--- config.mk ---
export PLATFORM = sky130hd
export DESIGN_NAME = acs_sequencer
export DESIGN_NICKNAME = d
export VERILOG_FILES = /design/src/hdl/acs_timer.v /design/src/hdl/acs_sequencer.v
export VERILOG_INCLUDE_DIRS = /design/src /design/src/hdl
export SDC_FILE = /design/constraint.sdc
export NUM_CORES = 1
export LEC_CHECK = 0
export BUFFER_PORTS_ARGS = -buffer_cell sky130_fd_sc_hd__buf_2
export CORE_UTILIZATION = 25
export DETAILED_ROUTE_END_ITERATION = 12
export GPL_TIMING_DRIVEN = 1
export PLACE_DENSITY = 0.52
export SYNTH_ARGS = -nofsm -noshare
export SYNTH_HDL_FRONTEND = slang
export SYNTH_SLANG_ARGS = --single-unit
--- constraint.sdc ---
create_clock -name core_clk_i -period 3.5 [get_ports core_clk_i]
set_input_delay 1.05 -clock core_clk_i [delete_from_list [all_inputs] [get_ports core_clk_i]]
set_output_delay 1.05 -clock core_clk_i [all_outputs]
set_load 0.005 [all_outputs]
--- src/hdl/acs_consts.vh ---
// Purpose: constants of the conversion sequencer
// Assumes: byte-wide registers at their printed offsets
// Notes: definitions only
`ifndef ACS_CONSTS_VH
`define ACS_CONSTS_VH
`define ACS_ADDR_W 5
`define ACS_OFF_STATUS 5'h06
`define ACS_OFF_DBG 5'h07
`define ACS_OFF_SAMPTIME 5'h08
`define ACS_OFF_ACCFMT 5'h09
`define ACS_OFF_CMD 5'h0a
`define ACS_OFF_AMP 5'h0b
`define ACS_OFF_POSSEL 5'h0c
`define ACS_OFF_NEGSEL 5'h0d
`define ACS_OFF_MAIN 5'h00
`define ACS_OFF_FLAGS 5'h05
`define ACS_OFF_RES0 5'h10
`define ACS_OFF_SMP0 5'h14
`define ACS_AMP_RESET 8'h04
`define ACS_MODE_LOW 3'h0
`define ACS_MODE_FULL 3'h1
`define ACS_MODE_SER 3'h2
`define ACS_MODE_SERSC 3'h3
`define ACS_MODE_BUR 3'h4
`define ACS_MODE_BURSC 3'h5
`define ACS_START_STOP 3'h0
`define ACS_START_NOW 3'h1
`define ACS_START_POS 3'h2
`define ACS_START_NEG 3'h3
`define ACS_START_EVT 3'h4
`define ACS_ACC_MAX 4'ha
`define ACS_AMP_T0 8'h06
`define ACS_AMP_T1 8'h0f
`define ACS_AMP_T2 8'h14
`define ACS_CONV_LOW 8'h08
`define ACS_CONV_FULL 8'h0c
`define ACS_FLAG_RDY 0
`define ACS_FLAG_SRDY 1
`define ACS_FLAG_TOVR 5
`endif

--- src/hdl/acs_timer.v ---
// Purpose: phase down-counter of the conversion sequencer
// Assumes: load and run are mutually timed by the caller
// Notes: done pulses one cycle when the count reaches one
`timescale 1ns/10ps
module acs_timer (
  input wire core_clk_i,
  input wire reset_n_i,
  input wire load_i,
  input wire [9:0] count_i,
  input wire run_i,
  output wire done_o
);
  reg [9:0] cnt_r;
  reg act_r;
  assign done_o = act_r && run_i && (cnt_r == 10'h001);
  always @(posedge core_clk_i or negedge reset_n_i)
  begin
    if (!reset_n_i)
    begin
      cnt_r <= 10'h000;
      act_r <= 1'b0;
    end
    else if (load_i)
    begin
      cnt_r <= (count_i == 10'h000) ? 10'h001 : count_i;
      act_r <= 1'b1;
    end
    else if (act_r && run_i)
    begin
      cnt_r <= cnt_r - 10'h001;
      if (cnt_r == 10'h001)
        act_r <= 1'b0;
    end
  end
endmodule

--- src/hdl/acs_sequencer.v ---
// Purpose: control and sequencing of an analog-to-digital converter
// Assumes: one clock used as converter clock; sample data from analog core
// Notes: half cycle of sampling realised as a full cycle of this clock
`timescale 1ns/10ps
`include "acs_consts.vh"
// Functional notes
// - busy is high during conversion, settling or an unfinished burst, low only when all three end
// - halt without run-in-debug stops after current conversion or burst
// - with run-in-debug set, halt does not stop conversions
// - direct sampling lasts sample count plus half a cycle
// - amplified sampling lasts count plus one, then amplifier sample time
// - continuous mode relaunches right after a conversion or accumulation ends
// - left-align bit selects left aligned output
// - accumulation code selects 1 to 1024 samples in powers of two
// - each newest sample goes to the sample register
// - differential bit selects signed two-input conversion
// - mode 0 is one 8-bit conversion, mode 1 one 12-bit
// - series modes take a trigger per conversion and accumulate, 3 scales
// - burst modes run all conversions from one trigger, 5 scales
// - accumulator cleared when switching from accumulating to single mode
// - start code 0 halts a conversion in progress
// - start code 1 converts now and reverts to stop unless continuous
// - codes 2 and 3 start on positive or negative select writes
// - code 4 starts on each incoming event
// - start_now_code start while disabled forces start field to stop
// - trigger during a conversion sets the overrun flag
// - completion sets result-ready; reading the result clears it
// - amplifier sample time codes 0..2 give 6, 15, 20 cycles
// - input routing field is shared by both input select registers
module acs_sequencer (
  input wire core_clk_i,
  input wire reset_n_i,
  input wire [4:0] addr_i,
  input wire [7:0] wdata_i,
  input wire wr_i,
  input wire rd_i,
  output reg [7:0] rdata_o,
  input wire dbg_halt_i,
  input wire event_i,
  input wire settle_i,
  input wire [11:0] adc_data_i,
  output wire sampling_o,
  output wire amp_sampling_o,
  output wire converting_o,
  output reg differential_o,
  output reg output_left_align_o,
  output reg scale_o,
  output reg [1:0] via_o,
  output reg [5:0] pos_sel_o,
  output reg [5:0] neg_sel_o
);
  localparam ST_IDLE = 2'h0;
  localparam ST_SAMP = 2'h1;
  localparam ST_AMP = 2'h2;
  localparam ST_CONV = 2'h3;

  reg [1:0] state_r;
  reg [1:0] state_nxt;
  reg halt_run_enable_r;
  reg [7:0] sample_time_count_r;
  reg continuous_conversion_r;
  reg [3:0] accumulation_count_select_r;
  reg [2:0] mode_r;
  reg [2:0] start_r;
  reg [7:0] amp_ctrl_r;
  reg main_enable_r;
  reg [10:0] acc_num_r;
  reg [31:0] acc_r;
  reg [31:0] result_r;
  reg [15:0] sample_r;
  reg result_ready_flag_r;
  reg sample_ready_flag_r;
  reg trigger_overrun_flag_r;
  reg burst_r;
  reg [9:0] load_cnt;
  wire timer_done;
  wire timer_load;
  wire trig;
  wire busy;
  wire run_ok;
  wire accum_mode;
  wire [2:0] wmode;
  wire [10:0] target;
  wire [31:0] acc_sum;
  wire seq_end;
  wire [11:0] smp_val;
  wire amp_used;

  assign amp_used = (via_o == 2'h1) && amp_ctrl_r[0];
  assign accum_mode = (mode_r >= `ACS_MODE_SER) && (mode_r <= `ACS_MODE_BURSC);
  assign wmode = wdata_i[6:4];
  assign target = (11'h001 << accumulation_count_select_r);
  assign busy = (state_r != ST_IDLE) || settle_i || burst_r;
  // halt only between conversions and bursts
  assign run_ok = halt_run_enable_r || !dbg_halt_i || (state_r != ST_IDLE) || burst_r;
  assign trig = main_enable_r &&
    (((start_r == `ACS_START_NOW) && !busy) ||
     (start_r == `ACS_START_POS && wr_i && addr_i == `ACS_OFF_POSSEL) ||
     (start_r == `ACS_START_NEG && wr_i && addr_i == `ACS_OFF_NEGSEL) ||
     (start_r == `ACS_START_EVT && event_i));
  assign sampling_o = (state_r == ST_SAMP);
  assign amp_sampling_o = (state_r == ST_AMP);
  assign converting_o = (state_r == ST_CONV);
  assign smp_val = (mode_r == `ACS_MODE_LOW) ? {4'h0, adc_data_i[11:4]} : adc_data_i;
  assign acc_sum = acc_r + {20'h00000, smp_val};
  assign seq_end = (state_r == ST_CONV) && timer_done &&
    (!accum_mode || (acc_num_r + 11'h001 >= target));
  assign timer_load = (state_nxt != state_r) && (state_nxt != ST_IDLE);

  always @*
  begin
    case (state_nxt)
      ST_SAMP: load_cnt = amp_used ? {2'b00, sample_time_count_r} + 10'h001
                                   : {2'b00, sample_time_count_r} + 10'h001;
      ST_AMP:
        case (amp_ctrl_r[2:1])
          2'h0: load_cnt = {2'b00, `ACS_AMP_T0};
          2'h1: load_cnt = {2'b00, `ACS_AMP_T1};
          default: load_cnt = {2'b00, `ACS_AMP_T2};
        endcase
      ST_CONV: load_cnt = (mode_r == `ACS_MODE_LOW) ? {2'b00, `ACS_CONV_LOW}
                                                    : {2'b00, `ACS_CONV_FULL};
      default: load_cnt = 10'h000;
    endcase
  end

  always @*
  begin
    state_nxt = state_r;
    case (state_r)
      ST_IDLE:
        if (run_ok && !settle_i && (trig || burst_r))
          state_nxt = ST_SAMP;
      ST_SAMP:
        if (timer_done)
          state_nxt = amp_used ? ST_AMP : ST_CONV;
      ST_AMP:
        if (timer_done)
          state_nxt = ST_CONV;
      ST_CONV:
        if (timer_done)
          state_nxt = ST_IDLE;
      default:
        state_nxt = ST_IDLE;
    endcase
    if (wr_i && addr_i == `ACS_OFF_CMD && wdata_i[2:0] == `ACS_START_STOP)
      state_nxt = ST_IDLE;
  end

  acs_timer u_timer (
    .core_clk_i(core_clk_i),
    .reset_n_i(reset_n_i),
    .load_i(timer_load),
    .count_i(load_cnt),
    .run_i(1'b1),
    .done_o(timer_done)
  );

  always @(posedge core_clk_i or negedge reset_n_i)
  begin
    if (!reset_n_i)
    begin
      state_r <= ST_IDLE;
      halt_run_enable_r <= 1'b0;
      sample_time_count_r <= 8'h00;
      continuous_conversion_r <= 1'b0;
      output_left_align_o <= 1'b0;
      accumulation_count_select_r <= 4'h0;
      differential_o <= 1'b0;
      mode_r <= `ACS_MODE_LOW;
      start_r <= `ACS_START_STOP;
      amp_ctrl_r <= `ACS_AMP_RESET;
      main_enable_r <= 1'b0;
      via_o <= 2'h0;
      pos_sel_o <= 6'h00;
      neg_sel_o <= 6'h00;
      acc_num_r <= 11'h000;
      acc_r <= 32'h00000000;
      result_r <= 32'h00000000;
      sample_r <= 16'h0000;
      result_ready_flag_r <= 1'b0;
      sample_ready_flag_r <= 1'b0;
      trigger_overrun_flag_r <= 1'b0;
      burst_r <= 1'b0;
      scale_o <= 1'b0;
      rdata_o <= 8'h00;
    end
    else
    begin
      state_r <= state_nxt;
      if (wr_i)
      begin
        case (addr_i)
          `ACS_OFF_MAIN: main_enable_r <= wdata_i[0];
          `ACS_OFF_DBG: halt_run_enable_r <= wdata_i[0];
          `ACS_OFF_SAMPTIME: sample_time_count_r <= wdata_i;
          `ACS_OFF_ACCFMT:
          begin
            continuous_conversion_r <= wdata_i[5];
            output_left_align_o <= wdata_i[4];
            accumulation_count_select_r <= (wdata_i[3:0] > `ACS_ACC_MAX) ?
              accumulation_count_select_r : wdata_i[3:0];
          end
          `ACS_OFF_CMD:
          begin
            differential_o <= wdata_i[7];
            if (wmode <= `ACS_MODE_BURSC)
            begin
              mode_r <= wmode;
              scale_o <= (wmode == `ACS_MODE_SERSC) || (wmode == `ACS_MODE_BURSC);
              if (accum_mode && wmode <= `ACS_MODE_FULL)
              begin
                acc_r <= 32'h00000000;
                acc_num_r <= 11'h000;
              end
            end
            if (wdata_i[2:0] == `ACS_START_NOW && !main_enable_r)
              start_r <= `ACS_START_STOP;
            else if (wdata_i[2:0] <= `ACS_START_EVT)
              start_r <= wdata_i[2:0];
            if (wdata_i[2:0] == `ACS_START_STOP)
              burst_r <= 1'b0;
          end
          `ACS_OFF_AMP: amp_ctrl_r <= wdata_i;
          `ACS_OFF_POSSEL:
          begin
            via_o <= wdata_i[7:6];
            pos_sel_o <= wdata_i[5:0];
          end
          `ACS_OFF_NEGSEL:
          begin
            via_o <= wdata_i[7:6];
            neg_sel_o <= wdata_i[5:0];
          end
          default: ;
        endcase
      end
      if (wr_i && addr_i == `ACS_OFF_FLAGS)
      begin
        if (wdata_i[`ACS_FLAG_RDY])
          result_ready_flag_r <= 1'b0;
        if (wdata_i[`ACS_FLAG_SRDY])
          sample_ready_flag_r <= 1'b0;
        if (wdata_i[`ACS_FLAG_TOVR])
          trigger_overrun_flag_r <= 1'b0;
      end
      if (rd_i && addr_i == `ACS_OFF_RES0)
        result_ready_flag_r <= 1'b0;
      if (rd_i && addr_i == `ACS_OFF_SMP0)
        sample_ready_flag_r <= 1'b0;
      if (trig && (state_r != ST_IDLE || burst_r) && start_r != `ACS_START_NOW)
        trigger_overrun_flag_r <= 1'b1;
      if (state_r == ST_IDLE && state_nxt == ST_SAMP && !burst_r &&
          (mode_r == `ACS_MODE_BUR || mode_r == `ACS_MODE_BURSC) && target != 11'h001)
        burst_r <= 1'b1;
      if ((state_r == ST_CONV) && timer_done)
      begin
        sample_r <= {4'h0, smp_val};
        sample_ready_flag_r <= 1'b1;
        if (accum_mode)
        begin
          if (seq_end)
          begin
            result_r <= acc_sum;
            acc_r <= 32'h00000000;
            acc_num_r <= 11'h000;
            burst_r <= 1'b0;
          end
          else
          begin
            acc_r <= acc_sum;
            acc_num_r <= acc_num_r + 11'h001;
          end
        end
        else
          result_r <= {20'h00000, smp_val};
        if (seq_end)
        begin
          result_ready_flag_r <= 1'b1;
          if (start_r == `ACS_START_NOW && !continuous_conversion_r)
            start_r <= `ACS_START_STOP;
          else if (continuous_conversion_r && start_r != `ACS_START_NOW)
            start_r <= `ACS_START_NOW;
        end
      end
      rdata_o <= 8'h00;
      if (rd_i)
      begin
        case (addr_i)
          `ACS_OFF_MAIN: rdata_o <= {7'h00, main_enable_r};
          `ACS_OFF_FLAGS: rdata_o <= {2'b00, trigger_overrun_flag_r, 3'b000,
                                      sample_ready_flag_r, result_ready_flag_r};
          `ACS_OFF_STATUS: rdata_o <= {7'h00, busy};
          `ACS_OFF_DBG: rdata_o <= {7'h00, halt_run_enable_r};
          `ACS_OFF_SAMPTIME: rdata_o <= sample_time_count_r;
          `ACS_OFF_ACCFMT: rdata_o <= {2'b00, continuous_conversion_r,
                                       output_left_align_o, accumulation_count_select_r};
          `ACS_OFF_CMD: rdata_o <= {differential_o, mode_r, 1'b0, start_r};
          `ACS_OFF_AMP: rdata_o <= amp_ctrl_r;
          `ACS_OFF_POSSEL: rdata_o <= {via_o, pos_sel_o};
          `ACS_OFF_NEGSEL: rdata_o <= {via_o, neg_sel_o};
          5'h10: rdata_o <= result_r[7:0];
          5'h11: rdata_o <= result_r[15:8];
          5'h12: rdata_o <= result_r[23:16];
          5'h13: rdata_o <= result_r[31:24];
          5'h14: rdata_o <= sample_r[7:0];
          5'h15: rdata_o <= sample_r[15:8];
          default: rdata_o <= 8'h00;
        endcase
      end
    end
  end
endmodule

# After elaboration in Yosys (flattened, before gate mapping)
# Cells that the tools add are included.
totals:
  latchBits: 0
  ramBits: 0
  n_memories: 0
  wordCells: 216
  mem_bits_ro: 0
  ff_bits: 158
classes:
  bitwise: 1
  order_cmp: 7
  n_shift: 1
  reduce_logical: 78
  n_mul: 0
  addsub: 4
  n_mux: 62
  n_eq_ne: 37
  div_mod_pow: 0
ops:
  columns: ["cell", "count"]
  rows:
  - ["$mux 32", 9]
  - ["$pmux 8 s16", 1]
  - ["$mux 11", 7]
  - ["$add 32x12->32", 1]
  - ["$eq 5x4->1 const B", 6]
  - ["$eq 5x5->1 const B", 6]
  - ["$logic_and 1x1->1", 30]
  - ["$mux 3", 9]
  - ["$pmux 9 s3", 1]
  - ["$reduce_and 2->1", 12]
  - ["$mux 1", 23]
  - ["$mux 10", 2]
  - ["$eq 5x3->1 const B", 3]
  - ["$logic_or 1x1->1", 13]
  - ["$eq 3x3->1 const B", 4]
  - ["$mux 12", 1]
  - ["$add 11x1->11 const B", 1]
  - ["$ge 11x11->1", 1]
  - ["$ne 11x1->1 const B", 1]
  - ["$shl 1x4->11 const A", 1]
  - ["$eq 10x1->1 const B", 1]
  - ["$logic_not 10->1", 1]
  - ["$mux 2", 5]
  - ["$pmux 5 s2", 1]
  - ["other kinds (25)", 50]

# Depth between registers and ports, before layout
depth:
  ltp_word: 23
  depth_mapped: 13
  ltp_nobuf: 12

# Hierarchy
# From an unflattened synthesis, not the netlist that was laid out.
hier_totals:
  cells_unflattened: 1032
  hier_area_um2: 9455.3
by_module_without_submodules:
  columns: ["mod", "cells_per_inst", "n_inst", "area_per_inst_um2", "seq_area_each_um2"]
  rows:
  - ["acs_sequencer", 963, 1, 8807.2, 3679.8]
  - ["acs_timer", 69, 1, 648.1, 275.3]

# Worst setup path after synthesis
# No wires, ideal clock.
synth_timing:
  kind: "input -> register"
  startpoint: "input port adc_data_i[0]"
  endpoint: "register acc_r[18]"
  setup_time_ns: 0.082
  arrival_time_ns: 3.257
  n_path_buf: 0
  path_slack_ns: 0.161
  path_stages: 11
  cell_sequence: "mux2i_1 -> inv_1 -> ha_1 -> fa_1 -> a211oi_1 -> o21ai_1 -> o2111ai_1 -> o211a_2 -> nor2_1 -> or3_1 -> a31oi_1"
synth_between:
  elab_chain_len: 5
synth_lines:
  columns: ["element", "line_no", "rtl"]
  rows:
  - ["from (decl)", "acs_sequencer.v:41", "input wire [11:0] adc_data_i,"]
  - ["$mux 12", "acs_sequencer.v:104", "assign smp_val = (mode_r == `ACS_MODE_LOW) ? {4'h0, adc_data_i[11:4]} : adc_data_i;"]
  - ["named net smp_val[0]", "acs_sequencer.v:86", "wire [11:0] smp_val;"]
  - ["$add 32x12->32", "acs_sequencer.v:105", "assign acc_sum = acc_r + {20'h00000, smp_val};"]
  - ["$mux 32", "acs_sequencer.v:262", "if (seq_end)"]
  - ["$mux 32", "acs_sequencer.v:260", "if (accum_mode)"]
  - ["$mux 32", "acs_sequencer.v:256", "if ((state_r == ST_CONV) && timer_done)"]
  - ["to (signal assigned)", "acs_sequencer.v:271", "acc_r <= acc_sum;"]
  - ["to (decl)", "acs_sequencer.v:68", "reg [31:0] acc_r;"]
# The timed path passes the listed nets, and every way through them passes these cells.
# A chain may end at the register's enable or synchronous reset.

# Final worst setup path
layout_timing:
  startpoint: "register mode_r[1]"
  endpoint: "register acc_r[20]"
layout_between:
  elab_cells_between_ends: 17
layout_lines:
  columns: ["element", "line_no", "rtl"]
  rows:
  - ["from (decl)", "acs_sequencer.v:63", "reg [2:0] mode_r;"]
  - ["from (signal assigned)", "acs_sequencer.v:170", "mode_r <= `ACS_MODE_LOW;"]
  - ["from (signal assigned)", "acs_sequencer.v:209", "mode_r <= wmode;"]
  - ["$logic_not 3->1 (no line)", null, null]
  - ["$mux 12", "acs_sequencer.v:104", null]
  - ["named net smp_val[3]", "acs_sequencer.v:86", null]
  - ["$add 32x12->32", "acs_sequencer.v:105", null]
  - ["$mux 32", "acs_sequencer.v:262", null]
  - ["$mux 32", "acs_sequencer.v:260", null]
  - ["$mux 32", "acs_sequencer.v:256", null]
# The timed path passes the listed nets, and every way through them passes these cells.

==> impl_metrics.csv <==
group,metric,value,unit
global_route,grt_pass1_vias,7641,
route,antenna_left,0,
yosys,synth_edf_count,0,
timing,rsz0062_at_grt,"false",
setup_path,r2r_slack,0.09,ns
yosys,seq_area_frac_synth,43.00,%
final_layout,multi_input_area,0.005007,mm²
setup_path,startpoint,"mode_r[1]",
yosys,yosysTopAreaCell,"dfrtp_1",
timing,period_share,97.29,%
global_route,grt_util_met1,21.52,%
cts,clk_latency,0.43,ns
final_layout,insertedDiodeCount,0,
final_layout,layout_commonest_cell,"dfrtp_1",
final_layout,fin_cells,1545,
global_route,grt_usage,15.59,%
final_layout,finalNetCount,1133,
pwr,p_leak,4.993,nW
global_route,antenna_found_initial,0,
setup_path,path_cells,"or3_4 -> buf_4 -> buf_4 -> nand2_1 -> nand2_1 -> ha_4 -> o21ai_0 -> o21ai_1 -> o2111ai_2 -> o211a_4 -> or3_1 -> or3_1 -> o21ai_1",
yosys,synth_area_leaders,"dfrtp_1, mux2_2, nand2_1",
setup_path,crit_path_end_kind,"register",
cts,cts.sinks,158,
yosys,syn_area,0.009199,mm²
setup_path,cp.depth,13,
global_route,grt_overflow,0,
yosys,synth_top_flop_cell,"dfrtp_1",
setup_path,crit_path_max_incr_delay,0.43,ns
setup_path,reg2reg_from,"mode_r[1]",
min_path,hp-class,"register to register",
floorplan,die_y,193.8,µm
setup_path,cp-start-kind,"register",
setup_path,crit_path_end,"acc_r[20]",
global_route,grt-busiest-layer,"met2",
yosys,synth_area_per_cell,9.734,µm²
setup_path,cp_max_fo,8,
flow_run,drv_cap,0,
floorplan,core-area,0.03591,mm²
yosys,yosys_warnings,0,
setup_path,crit_family,"simple AND/OR/NAND/NOR gates",
cts,cts_tree,"built",
setup_path,cp.required,3.86,ns
floorplan,ios,60,
timing,finClkSkew,0.01018,ns
yosys,netlist_instances,945,
place,io_buffers,59,
route,wl_per_cell,18.80,µm
setup_path,crit_slowest_cell,"or3_4",
place,dpl.hpwl,21450,µm
final_layout,fin_util,31.46,%
final_layout,nFillCells,3720,
cts,clock_path_buffers,2,
final_layout,fin_area,0.01130,mm²
yosys,asyncSetResetFlopFracSynth,100.0,%
pwr,vdd_drop_max,0.0003286,V
route,drt_iter0_markers,643,
final_layout,seq_area,0.003955,mm²
yosys,synth_cell_types,73,
yosys,synthesis.nets,1006,
route,vias,7904,
cts,h-tree-depth,4,
final_layout,syn_to_final_growth,22.82,%
timing,tightest_slew,0.7034,ns
timing,setup_viol,0,
yosys,synth_top_cell_area_share,42.71,%
floorplan,die_w,193.8,µm
route,drt_pass1_iterations,5,
route,routed_wl,29050,µm
global_route,grt_pass1_wl,45580,µm
route,viasPerCell,5.116,
pwr,total_power,0.006009,W
timing,fmax,0.2937,GHz
cts,cts.clk_slew.worst_paths,0.06,ns
cts,postCtsHoldBufs,0,
route,drc,0,
timing,final-max-slew-violation-count,0,
global_route,grt_util_met2,25.61,%
final_layout,drive_above_1_share,23.43,%
setup_path,ff2ff_path_depth,13,
setup_path,arrival,3.76,ns
floorplan,initial_core_util,25.61,%
cts,cts-buffers-inserted,17,
place,post-place-cells,1511,
floorplan,die_area,0.03757,mm²
global_route,use_met3,2.505,%
timing,period_minus_slack,3.405,ns
final_layout,final_cell_mix,"dfrtp_1, nand2_1, buf_4",
floorplan,rows,69,
place,gp_congestion,0.9044,
cts,cts_root_buf,"clkbuf_16",
setup_path,reg2reg_to,"acc_r[20]",
setup_path,critical_path_buf_inv_count,2,
pwr,power_density,531.8,mW/mm²
run_status,outcome,"complete, no violations",
timing,max_slew_margin,52.93,%
yosys,ys_ff_latch,158,
place,placed_cell_area,0.01060,mm²
global_route,grt_start_max_net_pins,66,
setup_path,worst-setup-path-type,"register to register",
timing,hold_viol_final,0,
==> routing by layer <==
metal,up-vias,part of all wire (%)
met2,246,47
met4,0,1.1
met1,3902,46
li1,3730,-
met3,26,5.2
met5,-,0
==> synthesized netlist by cell type (8+ instances only) <==
cell type and number:
a211oi_1 8, a21o_1 11, a21oi_1 43, a221oi_1 14
a22o_1 21, a22oi_1 10, a31oi_1 14, and2_1 8
and3_1 15, buf_2 11, clkbuf_1 19, dfrtp_1 157
ha_1 28, inv_1 36, mux2_2 51, mux2i_1 19
nand2_1 116, nand3_1 39, nor2_1 46, nor2b_1 9
nor3_1 17, o21a_1 8, o21ai_0 47, o21ai_1 14
o2bb2ai_1 20, or3_1 22, xnor2_1 34, xor2_1 21
==> power breakdown <==
part / total, W / leakage, nW / internal (W) / switching, W
combinational: 0.00162 / 2.73 / 0.000745 / 0.000877
sequential: 0.00249 / 1.98 / 0.00212 / 0.000364
clock: 0.00190 / 0.283 / 0.00109 / 0.000806
total: 0.00601 / 4.99 / 0.00396 / 0.00205
==> cells by family (layout without fill, tap and decap cells) <==
family,Yosys count,in the layout,share of synthesized area (%)
simple gates,308,308,16.68
compound gates,252,252,19.22
flops,158,158,43.00
buf+inv,73,212,3.536
mux,70,70,8.311
xor+xnor,55,55,5.237
fa+ha+maj,29,29,4.026
==> worst register-to-register path, cell delays in order, from the launching register on <==
cell       delay [ns]
dfrtp_1          0.38
or3_4            0.43
buf_4            0.17
buf_4            0.15
nand2_1          0.06
nand2_1          0.16
ha_4             0.33
o21ai_0          0.11
o21ai_1          0.19
o2111ai_2        0.21
o211a_4          0.35
or3_1            0.40
or3_1            0.32
o21ai_1          0.08
==> stage by stage <==
step / TNS [ns] / worst slack (ns) / hold slack [ns]
floorplan: 0 / 0.1613 / 0.4481
global placement: -1.726 / -0.2803 / 0.4675
detailed placement: -3.658 / -0.3244 / 0.4707
CTS: 0 / 0.003586 / 0.4976
global route: 0 / 0.001965 / 0.5167
finish: 0 / 0.09496 / 0.4933
==> cell type report <==
type | count | area share, %
clock inverter | 11 | 1.174
tap | 461 | 5.105
timing repair buffer | 145 | 9.158
sequential | 158 | 35.01
inverter | 36 | 1.196
multi-input combinational | 714 | 44.32
clock buffer | 20 | 4.042
==> state kept, by name, summed over array words and instances, names as in the netlist, 6 cells and up <==
| signal | cells |
|---|---|
| sample_time_count_r | 8 |
| result_r | 32 |
| sample_r | 12 |
| acc_r | 32 |
| neg_sel_o | 6 |
| pos_sel_o | 6 |
| u_timer.cnt_r | 10 |
| amp_ctrl_r | 8 |
| acc_num_r | 11 |
| rdata_o | 8 |
==> what timing repair did <==
| action | CTS | global route |
|---|---|---|
| setup endpoints to repair | 11 | 46 |
| buffers inserted | 1 | 2 |
| resized for setup | 3 | 13 |
| pin swaps | 2 | 5 |
==> how the worst min path moves through the flow <==
| stage | end | startpoint | slack, ns | cells past startpoint |
|---|---|---|---|---|
| 2_1_floorplan | trigger_overrun_flag_r | trigger_overrun_flag_r | 0.45 | 2 |
| 3_3_place_gp | sample_r[11] | sample_r[11] | 0.47 | 2 |
| 3_5_place_dp | trigger_overrun_flag_r | trigger_overrun_flag_r | 0.47 | 2 |
| 4_1_cts | sample_r[11] | sample_r[11] | 0.50 | 2 |
| 5_1_grt | acc_r[11] | acc_r[11] | 0.52 | 2 |
| 6_report | acc_r[8] | acc_r[8] | 0.49 | 2 |
(Power assumes the default switching activity.)
